## config.mk

```make
export PLATFORM = sky130hd
export DESIGN_NAME = srm_regmap
export DESIGN_NICKNAME = d
export VERILOG_FILES = /design/src/design/srm_pkg.sv /design/src/design/srm_acc_if.sv /design/src/design/srm_rw_word.sv /design/src/design/srm_bell_decode.sv /design/src/design/srm_regmap.sv
export SDC_FILE = /design/constraint.sdc
export NUM_CORES = 1
export LEC_CHECK = 0
export ABC_AREA = 1
export BUFFER_PORTS_ARGS = -buffer_cell sky130_fd_sc_hd__buf_2
export CAP_MARGIN = 20
export CORE_AREA = 4 4 224 226
export CTS_CLUSTER_DIAMETER = 60
export DETAILED_ROUTE_END_ITERATION = 7
export DIE_AREA = 0 0 228 230
export PLACE_DENSITY_LB_ADDON = 0.05
export SYNTH_ARGS = -nofsm -noshare
export SYNTH_HDL_FRONTEND = slang
export SYNTH_SLANG_ARGS = --single-unit
```

## constraint.sdc

```tcl
create_clock -name clk -period 1.2 [get_ports clk]
set_input_delay 0 -clock clk [delete_from_list [all_inputs] [get_ports clk]]
set_output_delay 0 -clock clk [all_outputs]
set_load 0.005 [all_outputs]
```

## src/design/srm_pkg.sv

```systemverilog
/*
 * srm_pkg: offsets, field positions and fixed values of the storage
 * controller register window.
 * assumes: a 16-bit byte address into the window, 32-bit data words.
 */
package srm_pkg;

	// ****************************************************************
	// widths and fixed words
	// ****************************************************************
	localparam int          ADDR_W       = 16;
	localparam int          WORD_W       = 32;
	localparam logic [31:0] WORD_ZERO    = 32'h0000_0000;
	localparam logic [3:0]  BE_ALL       = 4'hF;

	// ****************************************************************
	// register byte offsets
	// ****************************************************************
	localparam logic [15:0] OFS_FEAT_LO  = 16'h0000;
	localparam logic [15:0] OFS_FEAT_HI  = 16'h0004;
	localparam logic [15:0] OFS_REV      = 16'h0008;
	localparam logic [15:0] OFS_MSET     = 16'h000C;
	localparam logic [15:0] OFS_MCLR     = 16'h0010;
	localparam logic [15:0] OFS_CFG      = 16'h0014;
	localparam logic [15:0] OFS_RSV_A    = 16'h0018;
	localparam logic [15:0] OFS_STATE    = 16'h001C;
	localparam logic [15:0] OFS_SUBRST   = 16'h0020;
	localparam logic [15:0] OFS_AQS      = 16'h0024;
	localparam logic [15:0] OFS_ASQ      = 16'h0028;
	localparam logic [15:0] OFS_ACQ      = 16'h0030;
	localparam logic [15:0] OFS_BUFP     = 16'h0038;
	localparam logic [15:0] OFS_BUFX     = 16'h003C;
	localparam logic [15:0] OFS_BINFO    = 16'h0040;
	localparam logic [15:0] OFS_BSEL     = 16'h0044;
	localparam logic [15:0] OFS_BHOST    = 16'h0048;
	localparam logic [15:0] OFS_BELL     = 16'h1000;
	localparam logic [15:0] OFS_HI_WORD  = 16'h0004;

	// ****************************************************************
	// feature summary field positions
	// ****************************************************************
	localparam int          FS_STRD_LSB  = 32;
	localparam int          FS_MID_LSB   = 36;
	localparam int          FS_MIN_LSB   = 48;
	localparam int          FS_MAX_LSB   = 52;
	localparam int          BELL_MIN_EXP = 2;

endpackage

```

## src/design/srm_acc_if.sv

```systemverilog
/*
 * srm_acc_if: one host access as seen by the window's sub-blocks.
 * assumes: driven by the top from its host port, one access a cycle.
 */
`timescale 1ns/100ps
interface srm_acc_if;
	logic        valid;
	logic        write;
	logic [15:0] addr;
	logic [31:0] wdata;
	logic [3:0]  be;

	modport src (output valid, output write, output addr, output wdata, output be);
	modport snk (input valid, input write, input addr, input wdata, input be);
endinterface

```

## src/design/srm_rw_word.sv

```systemverilog
/*
 * srm_rw_word: one 64-bit read/write register reached as two words.
 * assumes: BASE is 8-byte aligned; the top registers the read data.
 */
`timescale 1ns/100ps
module srm_rw_word #(
	parameter logic [15:0] BASE = 16'h0000,
	parameter bit          EN   = 1'b1
) (
	input  wire logic        clk,
	input  wire logic        arst_n,
	srm_acc_if.snk           acc,
	output      logic        hit,
	output      logic [31:0] rdata,
	output      logic [63:0] value
);
	typedef struct packed {
		logic [63:0] val;
	} srm_word_st_t;

	srm_word_st_t st_reg;
	srm_word_st_t st_next;

	if (BASE[2:0] != 3'h0) begin : g_chk
		$error("srm_rw_word: BASE not 8-byte aligned");
	end

	// decode of either word; absent register never hits
	assign hit   = EN && acc.valid && (acc.addr[15:3] == BASE[15:3]);
	assign rdata = acc.addr[2] ? st_reg.val[63:32] : st_reg.val[31:0];
	assign value = st_reg.val;

	// byte-lane merge into the addressed half
	always_comb begin
		int idx;
		idx     = 0;
		st_next = st_reg;
		if (hit && acc.write) begin
			for (int i = 0; i < 4; i++) begin
				idx = (acc.addr[2] ? 4 : 0) + i;
				if (acc.be[i]) begin
					st_next.val[idx*8 +: 8] = acc.wdata[i*8 +: 8];
				end
			end
		end
	end

	// state register
	always_ff @(posedge clk or negedge arst_n) begin
		if (!arst_n) begin
			st_reg <= '0;
		end else begin
			st_reg <= st_next;
		end
	end
endmodule

```

## src/design/srm_bell_decode.sv

```systemverilog
/*
 * srm_bell_decode: strided queue doorbell decode and vendor region hit.
 * assumes: NUM_Q queue pairs, admin pair included, fit in the window.
 */
`timescale 1ns/100ps
module srm_bell_decode #(
	parameter int       NUM_Q = 4,
	parameter logic [3:0] DOORBELL_SPACING_EXP = 4'h0
) (
	input  wire logic             clk,
	input  wire logic             arst_n,
	srm_acc_if.snk                acc,
	output      logic             vendor,
	output      logic             ring,
	output      logic             ring_cq,
	output      logic [$clog2((NUM_Q > 1) ? NUM_Q : 2)-1:0] ring_q,
	output      logic [31:0]      ring_val
);
	localparam int          QW         = (NUM_Q > 1) ? $clog2(NUM_Q) : 1;
	localparam int          STRIDE     = 4 << DOORBELL_SPACING_EXP;
	localparam int          SLOTS      = 2 * NUM_Q;
	localparam logic [16:0] VEND_START = 17'(srm_pkg::OFS_BELL) + 17'(SLOTS * STRIDE);

	typedef struct packed {
		logic          ring;
		logic          cq;
		logic [QW-1:0] q;
		logic [31:0]   val;
	} srm_bell_st_t;

	srm_bell_st_t st_reg;
	srm_bell_st_t st_next;
	logic [15:0]  rel;
	logic [15:0]  slot;
	logic         in_bells;
	logic         aligned;

	if (NUM_Q < 1 || VEND_START > 17'h10000) begin : g_chk
		$error("srm_bell_decode: doorbells do not fit the window");
	end

	// slot index from the spacing exponent; gaps between slots decode as nothing
	assign rel      = acc.addr - srm_pkg::OFS_BELL;
	assign slot     = rel >> (srm_pkg::BELL_MIN_EXP + DOORBELL_SPACING_EXP);
	assign in_bells = (acc.addr >= srm_pkg::OFS_BELL) && (17'(acc.addr) < VEND_START);
	assign aligned  = (rel & 16'(STRIDE - 1)) == 16'h0000;
	assign vendor   = acc.valid && (17'(acc.addr) >= VEND_START);

	// full-word write to a slot rings it: even slot tail, odd slot head
	always_comb begin
		st_next      = st_reg;
		st_next.ring = acc.valid && acc.write && in_bells && aligned && (acc.be == srm_pkg::BE_ALL);
		if (st_next.ring) begin
			st_next.q   = slot[QW:1];
			st_next.cq  = slot[0];
			st_next.val = acc.wdata;
		end
	end

	// state register
	always_ff @(posedge clk or negedge arst_n) begin
		if (!arst_n) begin
			st_reg <= '0;
		end else begin
			st_reg <= st_next;
		end
	end

	assign ring     = st_reg.ring;
	assign ring_cq  = st_reg.cq;
	assign ring_q   = st_reg.q;
	assign ring_val = st_reg.val;
endmodule

```

## src/design/srm_regmap.sv

```systemverilog
/*
 * srm_regmap: register window of a host-attached storage controller.
 * assumes: host accesses arrive on the clk domain one per cycle as a
 * valid strobe with address, data and byte enables; the command engine
 * behind the doorbells and status source run on the same clock.
 */
`timescale 1ns/100ps

module srm_regmap #(
	parameter int          NUM_Q      = 4,
	parameter logic [3:0]  DOORBELL_SPACING_EXP      = 4'h0,
	parameter logic [3:0]  MPS_MIN    = 4'h0,
	parameter logic [3:0]  MPS_MAX    = 4'h0,
	parameter logic [9:0]  CAP_MID    = 10'h000,
	parameter logic [31:0] CAP_LOW    = 32'h0000_0000,
	parameter logic [31:0] REVISION   = 32'h0001_0000,
	parameter logic [31:0] SUBRST_KEY = 32'h0000_0001, // arbitrary trigger value
	parameter bit          HAS_SUBRST = 1'b1,
	parameter bit          HAS_BUF    = 1'b1,
	parameter bit          HAS_BOOT   = 1'b1
) (
	input  wire logic          clk,
	input  wire logic          arst_n,
	input  wire logic          host_valid,
	input  wire logic          host_write,
	input  wire logic [15:0]   host_addr,
	input  wire logic [31:0]   host_wdata,
	input  wire logic [3:0]    host_be,
	output      logic          host_ack,
	output      logic [31:0]   host_rdata,
	input  wire logic [31:0]   status_in,
	input  wire logic [31:0]   buf_place_in,
	input  wire logic [31:0]   buf_extent_in,
	input  wire logic [31:0]   boot_info_in,
	output      logic [31:0]   config_out,
	output      logic [31:0]   irq_mask_out,
	output      logic [31:0]   admin_sizes_out,
	output      logic [63:0]   asq_base_out,
	output      logic [63:0]   acq_base_out,
	output      logic [31:0]   boot_sel_out,
	output      logic [63:0]   boot_buf_out,
	output      logic          subsys_reset_pulse,
	output      logic          bell_pulse,
	output      logic          bell_is_cq,
	output      logic [$clog2((NUM_Q > 1) ? NUM_Q : 2)-1:0] bell_queue,
	output      logic [31:0]   bell_value,
	output      logic          vendor_pulse
);
	// ****************************************************************
	// derived constants and checks
	// ****************************************************************
	localparam int          QW       = (NUM_Q > 1) ? $clog2(NUM_Q) : 1;
	localparam int          STRIDE   = 4 << DOORBELL_SPACING_EXP;
	localparam logic [16:0] VEND_BEG = 17'(srm_pkg::OFS_BELL) + 17'(2 * NUM_Q * STRIDE);
	localparam bit          HAS_VEND = VEND_BEG < 17'h10000;
	localparam logic [15:0] VEND_ADR = VEND_BEG[15:0];

	// feature summary assembled from fixed fields; 63:56 and 47:46 stay zero
	function automatic logic [63:0] feat_word();
		logic [63:0] f;
		f                                  = '0;
		f[31:0]                            = CAP_LOW;
		f[srm_pkg::FS_STRD_LSB +: 4]       = DOORBELL_SPACING_EXP;
		f[srm_pkg::FS_MID_LSB +: 10]       = CAP_MID;
		f[srm_pkg::FS_MIN_LSB +: 4]        = MPS_MIN;
		f[srm_pkg::FS_MAX_LSB +: 4]        = MPS_MAX;
		return f;
	endfunction

	localparam logic [63:0] FEAT = feat_word();

	if (MPS_MIN > MPS_MAX) begin : g_chk_page
		$error("srm_regmap: smallest page exponent above largest");
	end
	if (NUM_Q < 1) begin : g_chk_q
		$error("srm_regmap: at least the admin queue pair is needed");
	end

	// ****************************************************************
	// state
	// ****************************************************************
	typedef struct packed {
		logic        ack;
		logic [31:0] rdata;
		logic [31:0] mask;
		logic [31:0] cfg;
		logic [31:0] aqs;
		logic [31:0] bsel;
		logic [31:0] subrst;
		logic        subrst_pulse;
		logic        vend_pulse;
	} srm_top_st_t;

	srm_top_st_t st_reg;
	srm_top_st_t st_next;

	logic [15:0] word_addr;
	logic [31:0] be_bits;
	logic [31:0] rd_word;
	logic [31:0] merged;
	logic        asq_hit;
	logic        acq_hit;
	logic        bhost_hit;
	logic [31:0] asq_rd;
	logic [31:0] acq_rd;
	logic [31:0] bhost_rd;
	logic        vend_hit;

	// ****************************************************************
	// access carrier to the sub-blocks
	// ****************************************************************
	srm_acc_if acc_bus ();

	// one word per access; bytes of a neighbour are never touched
	assign acc_bus.valid = host_valid;
	assign acc_bus.write = host_write;
	assign acc_bus.addr  = host_addr;
	assign acc_bus.wdata = host_wdata;
	assign acc_bus.be    = host_be;
	assign word_addr     = {host_addr[15:2], 2'b00};

	// byte enables spread to a bit mask
	always_comb begin
		for (int i = 0; i < 4; i++) begin
			be_bits[i*8 +: 8] = {8{host_be[i]}};
		end
	end

	// ****************************************************************
	// 64-bit ring base and boot buffer registers and doorbells
	// ****************************************************************
	srm_rw_word #(.BASE(srm_pkg::OFS_ASQ), .EN(1'b1)) u_asq (
		.clk    (clk),
		.arst_n (arst_n),
		.acc    (acc_bus),
		.hit    (asq_hit),
		.rdata  (asq_rd),
		.value  (asq_base_out)
	);

	srm_rw_word #(.BASE(srm_pkg::OFS_ACQ), .EN(1'b1)) u_acq (
		.clk    (clk),
		.arst_n (arst_n),
		.acc    (acc_bus),
		.hit    (acq_hit),
		.rdata  (acq_rd),
		.value  (acq_base_out)
	);

	srm_rw_word #(.BASE(srm_pkg::OFS_BHOST), .EN(HAS_BOOT)) u_bhost (
		.clk    (clk),
		.arst_n (arst_n),
		.acc    (acc_bus),
		.hit    (bhost_hit),
		.rdata  (bhost_rd),
		.value  (boot_buf_out)
	);

	srm_bell_decode #(.NUM_Q(NUM_Q), .DOORBELL_SPACING_EXP(DOORBELL_SPACING_EXP)) u_bell (
		.clk      (clk),
		.arst_n   (arst_n),
		.acc      (acc_bus),
		.vendor   (vend_hit),
		.ring     (bell_pulse),
		.ring_cq  (bell_is_cq),
		.ring_q   (bell_queue),
		.ring_val (bell_value)
	);

	// ****************************************************************
	// read and write decode
	// ****************************************************************
	// reads: anything not named below, doorbells included, reads zero
	always_comb begin
		rd_word = srm_pkg::WORD_ZERO;
		case (word_addr)
			srm_pkg::OFS_FEAT_LO: rd_word = FEAT[31:0];
			srm_pkg::OFS_FEAT_HI: rd_word = FEAT[63:32];
			srm_pkg::OFS_REV:     rd_word = REVISION;
			srm_pkg::OFS_MSET:    rd_word = st_reg.mask;
			srm_pkg::OFS_MCLR:    rd_word = st_reg.mask;
			srm_pkg::OFS_CFG:     rd_word = st_reg.cfg;
			srm_pkg::OFS_STATE:   rd_word = status_in;
			srm_pkg::OFS_AQS:     rd_word = st_reg.aqs;
			srm_pkg::OFS_SUBRST: begin
				if (HAS_SUBRST) begin
					rd_word = st_reg.subrst;
				end
			end
			srm_pkg::OFS_BUFP: begin
				if (HAS_BUF) begin
					rd_word = buf_place_in;
				end
			end
			srm_pkg::OFS_BUFX: begin
				if (HAS_BUF) begin
					rd_word = buf_extent_in;
				end
			end
			srm_pkg::OFS_BINFO: begin
				if (HAS_BOOT) begin
					rd_word = boot_info_in;
				end
			end
			srm_pkg::OFS_BSEL: begin
				if (HAS_BOOT) begin
					rd_word = st_reg.bsel;
				end
			end
			default: begin
				if (asq_hit) begin
					rd_word = asq_rd;
				end else if (acq_hit) begin
					rd_word = acq_rd;
				end else if (bhost_hit) begin
					rd_word = bhost_rd;
				end
			end
		endcase
	end

	// written bytes masked by the byte enables
	always_comb begin
		merged = (host_wdata & be_bits);
	end

	// next state: ack every access, writes land on the same edge
	always_comb begin
		st_next              = st_reg;
		st_next.ack          = host_valid;
		st_next.subrst_pulse = 1'b0;
		st_next.vend_pulse   = vend_hit;
		if (host_valid && !host_write) begin
			st_next.rdata = rd_word;
		end
		if (host_valid && host_write) begin
			case (word_addr)
				srm_pkg::OFS_MSET: st_next.mask = st_reg.mask | merged;
				srm_pkg::OFS_MCLR: st_next.mask = st_reg.mask & ~merged;
				srm_pkg::OFS_CFG:  st_next.cfg  = (st_reg.cfg & ~be_bits) | merged;
				srm_pkg::OFS_AQS:  st_next.aqs  = (st_reg.aqs & ~be_bits) | merged;
				srm_pkg::OFS_SUBRST: begin
					if (HAS_SUBRST) begin
						st_next.subrst       = (st_reg.subrst & ~be_bits) | merged;
						st_next.subrst_pulse = (((st_reg.subrst & ~be_bits) | merged) == SUBRST_KEY);
					end
				end
				srm_pkg::OFS_BSEL: begin
					if (HAS_BOOT) begin
						st_next.bsel = (st_reg.bsel & ~be_bits) | merged;
					end
				end
				default: begin
					// read-only, reserved and absent locations drop the write
				end
			endcase
		end
	end

	// ****************************************************************
	// registers and outputs
	// ****************************************************************
	// state register
	always_ff @(posedge clk or negedge arst_n) begin
		if (!arst_n) begin
			st_reg <= '0;
		end else begin
			st_reg <= st_next;
		end
	end

	// outputs straight from state
	assign host_ack           = st_reg.ack;
	assign host_rdata         = st_reg.rdata;
	assign config_out         = st_reg.cfg;
	assign irq_mask_out       = st_reg.mask;
	assign admin_sizes_out    = st_reg.aqs;
	assign boot_sel_out       = st_reg.bsel;
	assign subsys_reset_pulse = st_reg.subrst_pulse;
	assign vendor_pulse       = st_reg.vend_pulse;
endmodule

```

==> results of run 1 <==
[synthesized netlist by cell type]
| cell | instances | area (um2) |
|---|---|---|
| nor2_1 | 176 | 661 |
| nor2_4 | 4 | 45.0 |
| nor4_4 | 3 | 63.8 |
| mux2_1 | 16 | 180 |
| nand2_1 | 906 | 3400 |
| nor3_2 | 1 | 10.0 |
| nand4_1 | 68 | 425 |
| a21boi_0 | 2 | 15.0 |
| nand3_2 | 9 | 90.1 |
| nand3_1 | 301 | 1510 |
| buf_1 | 8 | 30.0 |
| buf_2 | 73 | 365 |
| o21ai_1 | 149 | 746 |
| clkinv_1 | 4 | 15.0 |
| mux2_2 | 4 | 45.0 |
| buf_4 | 161 | 1210 |
| dfrtp_1 | 423 | 10600 |
| o31ai_1 | 32 | 240 |
| mux2i_1 | 32 | 320 |
| o21ai_0 | 237 | 1190 |
| a21oi_1 | 4 | 20.0 |
| nor4_1 | 3 | 18.8 |
| inv_2 | 7 | 26.3 |
| clkbuf_1 | 82 | 308 |
| nor3_1 | 5 | 25.0 |
| inv_1 | 76 | 285 |
| nor2_2 | 1 | 6.26 |
| nand2_2 | 18 | 113 |
| o22ai_1 | 7 | 43.8 |
[worst reg2reg max path: stages (launching register included)]
cell     delay, ns
dfrtp_1       0.38
nand2_1       0.09
nand2_2       0.07
nor4_4        0.28
buf_4         0.16
nand2_2       0.04
nor2_2        0.10
nand2_1       0.06
nor2_1        0.11
[timing repair]
item / 4_1_cts / 5_1_grt
pin swaps: 13 / 84
buffers inserted: 33 / 16
endpoints found under the hold margin: 807 / 15
gates resized for setup: 158 / 97
endpoints found under the setup margin: 140 / 117
[layout make-up]
| type | instances | area (um2) | share of cell area, % |
|---|---|---|---|
| tap | 622 | 778 | 2.42 |
| sequential | 423 | 10600 | 32.9 |
| timing repair buffer | 1108 | 8950 | 27.8 |
| clock buffer | 75 | 1500 | 4.65 |
| multi-input combinational | 1978 | 9700 | 30.2 |
| clock inverter | 14 | 288 | 0.895 |
| antenna | 5 | 12.5 | 0.0389 |
| inverter | 87 | 339 | 1.05 |
[how the worst max path moves through the flow]
stage	to	slack (ns)	depth (start not counted)
2_1_floorplan	flip-flop	-0.14	9
3_3_place_gp	subsys_reset_pulse	-0.45	10
3_5_place_dp	host_rdata[26]	-0.48	13
4_1_cts	subsys_reset_pulse	-0.12	8
5_1_grt	subsys_reset_pulse	-0.23	8
6_report	subsys_reset_pulse	-0.16	8
[metal layers]
metal | wire length [um] | global-route usage, %
met1 | 38500 | 46.7
met3 | 7630 | 6.22
met2 | 46100 | 59.3
met4 | 4800 | 15.1
met5 | 13 | 0
[through the flow]
step / std cells / setup TNS, ns / hold slack [ns] / area (um2) / worst slack, ns
global route: 4310 / -3.69 / -0.0594 / 32100 / -0.229
finish: 4312 / -0.998 / -0.0624 / 32100 / -0.162
CTS: 4295 / -2.05 / -0.0640 / 31800 / -0.123
floorplan: 2812 / -12.83 / -0.296 / 22300 / -0.135
global placement: 4053 / -137.79 / -0.0824 / 27600 / -0.454
detailed placement: 4053 / -150.60 / -0.0806 / 27600 / -0.477
[power breakdown]
group	internal, W	total [W]	switching, W
clock	0.0103	0.0166	0.00628
sequential	0.0143	0.0143	0.0000111
combinational	0.00112	0.00264	0.00152
total	0.0257	0.0335	0.00781
[kinds of logic (layout without fill, tap and decap cells)]
logic type | count (synthesis) | in the layout | share of synthesized area (%)
AO/OA/AOI/OAI | 431 | 431 | 10.2
other | 0 | 5 | 0
multiplexers | 52 | 52 | 2.48
buffers and inverters | 411 | 1284 | 10.2
AND/OR/NAND/NOR | 1495 | 1495 | 29.0
flip-flops | 423 | 423 | 48.1
==> metrics, run 1 <==
Critical path buffers and inverters 1; later-pin clock latency in the skew report 0.59 ns; layout cells sized above 1 31.5%; root buf cell clkbuf_16; CP Data Arrival Time 1.89 ns; CP Launch Point st_reg[7]; Fin. Hold Viols 15; Crit path max-delay family simple AND/OR/NAND/NOR gates; hold_buf cts 186; syn_area_per_cell 7.82 um2; Seq/Total Area, Yosys 48.1%; average wire per standard cell 22.5 um; global-route wire length before repair 145,000 um; I/O pin count 575; synthesized flop and latch total 423; initial core utilization 45.5%; initial antenna violation count 5; Hold Crit Class primary input to async pin; port bufs 574; Layout area overhead 46.2%; net count after synthesis 2,996; Die ar. 0.0524 mm2; Reg2Reg Depth 8; headroom to the max-slew limit 65.4%; fin crit share 114%; Final Max Slew Viols 0; total track usage 35.8%; violated checks negative hold slack, negative setup slack; core area 0.0483 mm2; total power draw 0.0335 W; most common cell after layout, fill and taps aside nand2_1; largest fanout on the critical path 2; Post-DP HPWL 71,400 um; fin crit period 1.36 ns; status complete, but fails checks; CTS tree yes; clk sinks 423; Critical Path RT 1.72 ns; R2R Setup Slk -0.16 ns; vias in the first global route 23.3k; crit path cell chain nand2_1 -> nand2_2 -> nor4_4 -> buf_4 -> nand2_2 -> nor2_2 -> nand2_1 -> nor2_1; RSZ-0062 raised after global routing yes; total grt overflow 0; slew of the pin with the lowest slew margin 0.518 ns; Reg clk slew, reported paths 0.06 ns; RePlAce Congestion 0.936; Hold Worst Slack -0.0624 ns; CP max-delay cell dfrtp_1; fin nets 3,831; Fmax 734 MHz; via count 23.7k; worst vdd ir 1.06 mV; leading cell types in the layout, fill and taps excluded nand2_1, buf_2, dfrtp_1, nand3_1, o21ai_0; routed wire length 97,100 um; fin util 66.5%; cts bufs inserted 49; Unique masters post-synth 29; clock skew 0.0150 ns; total power per unit cell area 1040 mW/mm2; DRT antenna net count 0; reg-to-reg startpoint st_reg[7]; Yosys Warn Count 0; fillers 4,172; number of placement rows 81; startpoint types flip-flop; largest net degree at the start of global routing 64; mapped cell area 0.0220 mm2; chip height 230 um; Static Leak 17.0 nW; Post-Syn Instances 2,812; drt pass-1 iters 6; CTS Buffer Depth 3; drt drc 0; Max-Cap Viols 0; die width 228 um; critical setup path kind flip-flop to flip-flop; initial DRC count 2,309; slowest stage delay, CP 0.38 ns; critical path capture point type flip-flop; vias per cell 5.49; Final Setup Violations 52; R2R Path End subsys_reset_pulse; H-tree levels 2; Final WS setup -0.162 ns
No activity file was read; power rests on OpenSTA's default activity.
==> run 2: changes to the inputs <==
Settings changed: CORE_AREA 4 4 224 226 to 4 4 220 222, DIE_AREA 0 0 228 230 to 0 0 224 226.
Clock period 1.2 ns to 1.4 ns, I/O delays scaled along.
==> run 2 against run 1 <==
Against the previous run: the flow now finishes without violations; critical path depth grew 4; final area is 7.1% lower; register-to-register slack improved by 0.20 ns; global-route usage grew 0.50 points; total power is 19% lower; utilization down 2.1 points; first-iteration DRC count increased by 4.1%; sequential power shrank 14%; largest power group unchanged; highest routed layer unchanged.
==> metrics, run 2 (synthesized netlist as in run 1, its figures left out) <==
RSZ-0062 raised after global routing yes; later-pin clock latency in the skew report 0.58 ns (about the same); chip height 226 um (-1.7%); initial core utilization 47.4% (+1.9 points); Static Leak 16.0 nW (-6.0%); Fmax 729 MHz; headroom to the max-slew limit 64.8% (-0.60 points); Post-DP HPWL 70,100 um (-1.9%); total power per unit cell area 912 mW/mm2 (-12%); vias in the first global route 22.5k (-3.4%); Worst Setup Slack post-DPL -0.554 ns (-0.0768 ns); DRT antenna net count 0 (unchanged); via count 23.3k (-1.6%); initial DRC count 2,404 (+4.1%); Die ar. 0.0506 mm2 (-3.5%); CTS tree yes; root buf cell clkbuf_16; RePlAce Congestion 0.941 (+0.53%); cts bufs inserted 48 (-2.0%); total track usage 36.3% (+0.50 points); global-route wire length before repair 141,000 um (-2.8%); Final WS setup 0.0277 ns (+0.190 ns); average wire per standard cell 23.2 um (+3.0%); worst vdd ir 1.00 mV (-4.9%); drt drc 0 (unchanged); largest fanout on the critical path 12 (+10); H-tree levels 2 (unchanged); initial antenna violation count 6 (+1); fin crit share 98.0%; fin nets 3,697 (-3.5%); TNS Setup 0 ns (+0.998 ns); Reg clk slew, reported paths 0.06 ns (about the same); critical setup path kind primary input to flip-flop; fin crit period 1.37 ns; CTS Buffer Depth 3 (unchanged); total grt overflow 0 (unchanged); leading cell types in the layout, fill and taps excluded nand2_1, buf_2, dfrtp_1, nand3_1, o21ai_0; Max-Cap Viols 0 (unchanged); port bufs 574 (unchanged); critical path capture point type flip-flop; clk sinks 423 (unchanged); number of placement rows 79 (-2.5%); drt pass-1 iters 7 (+1); clock skew 0.00872 ns (-0.00632 ns); slew of the pin with the lowest slew margin 0.528 ns (+0.00956 ns); Layout area overhead 35.8%; status finished clean; die width 224 um (-1.8%); layout cells sized above 1 26.6% (-4.9 points); core area 0.0464 mm2 (-4.1%); Hold Crit Class primary input to flip-flop; Critical Path RT 1.91 ns (+0.19 ns); Final Max Slew Viols 0 (unchanged); startpoint types primary input; R2R Setup Slk 0.04 ns (+0.20 ns); routed wire length 96,500 um (-0.61%); I/O pin count 575 (unchanged); Fin. Hold Viols 0 (-15); most common cell after layout, fill and taps aside nand2_1; largest net degree at the start of global routing 79 (+23%); vias per cell 5.60 (+1.9%); Final Setup Violations 0 (-100%); CP Data Arrival Time 1.88 ns (about the same)
-- run 2: critical path, stage by stage --
cell,delay [ns]
buf_2,0.09
dlygate4sd3_1,0.57
buf_6,0.18
clkinvlp_4,0.17
buf_4,0.17
nand2_1,0.05
nand2_1,0.07
nor3_1,0.15
nand4_1,0.11
nor3_1,0.14
nand2_1,0.07
nor2_1,0.09
-- run 2: layout make-up --
cell class | count | area, um2
Antenna cell | 6 | 15.0
Clock buffer | 73 | 1440
Clock inverter | 14 | 159
Fill cell | 4092 | 16500
Inverter | 87 | 330
Multi-Input combinational cell | 1978 | 9320
Sequential cell | 423 | 10600
Tap cell | 607 | 759
Timing Repair Buffer | 975 | 7260
-- run 2: metrics by stage --
step	cells	cell area, um2	utilization [%]	power [W]	hold WS, ns
after floorplan	2812	22000	-	0.0130	-0.296
after global placement	3872	26100	56.4	0.0142	-0.118
after detailed placement	3872	26100	56.4	0.0142	-0.119
after CTS	4144	29600	63.8	0.0273	0.00163
after global routing	4161	29900	64.4	0.0280	0.0498
final	4163	29900	64.4	0.0272	0.0345
-- run 2: repair_timing --
action | in CTS | in global routing
setup buffers | 0 | 10
cloned | 0 | 5
setup endpoints to repair | 2 | 57
pin swaps | 1 | 10
hold buffers | 185 | 0
endpoints found under the hold margin | 796 | 0
gates resized for setup | 4 | 22
-- run 2: routing by layer --
metal | GRT usage (%) | wire, um
met5 | 0 | 23
met4 | 15.2 | 4510
met3 | 6.59 | 8670
met2 | 58.2 | 44600
met1 | 48.9 | 38700
-- run 2: power breakdown --
part | switching (W) | leakage, nW | internal, W
Sequential | 0.00000992 | 5.86 | 0.0122
Clock | 0.00520 | 0.787 | 0.00762
Combinational | 0.00128 | 9.35 | 0.000892
Total | 0.00648 | 16.0 | 0.0208
-- run 2: final timing paths --
| kind | startpoint | to | cells after the start |
|---|---|---|---|
| max | host_be[0] | subsys_reset_pulse | 12 |
| min reg2reg | host_rdata[15] | host_rdata[15] | 2 |
| max in group asynchronous | arst_n | u_asq.value[30] | 5 |
| min | host_be[2] | flip-flop | 5 |
| min in group asynchronous | arst_n | async pin | 3 |
| max reg2reg | st_reg[14] | subsys_reset_pulse | 7 |
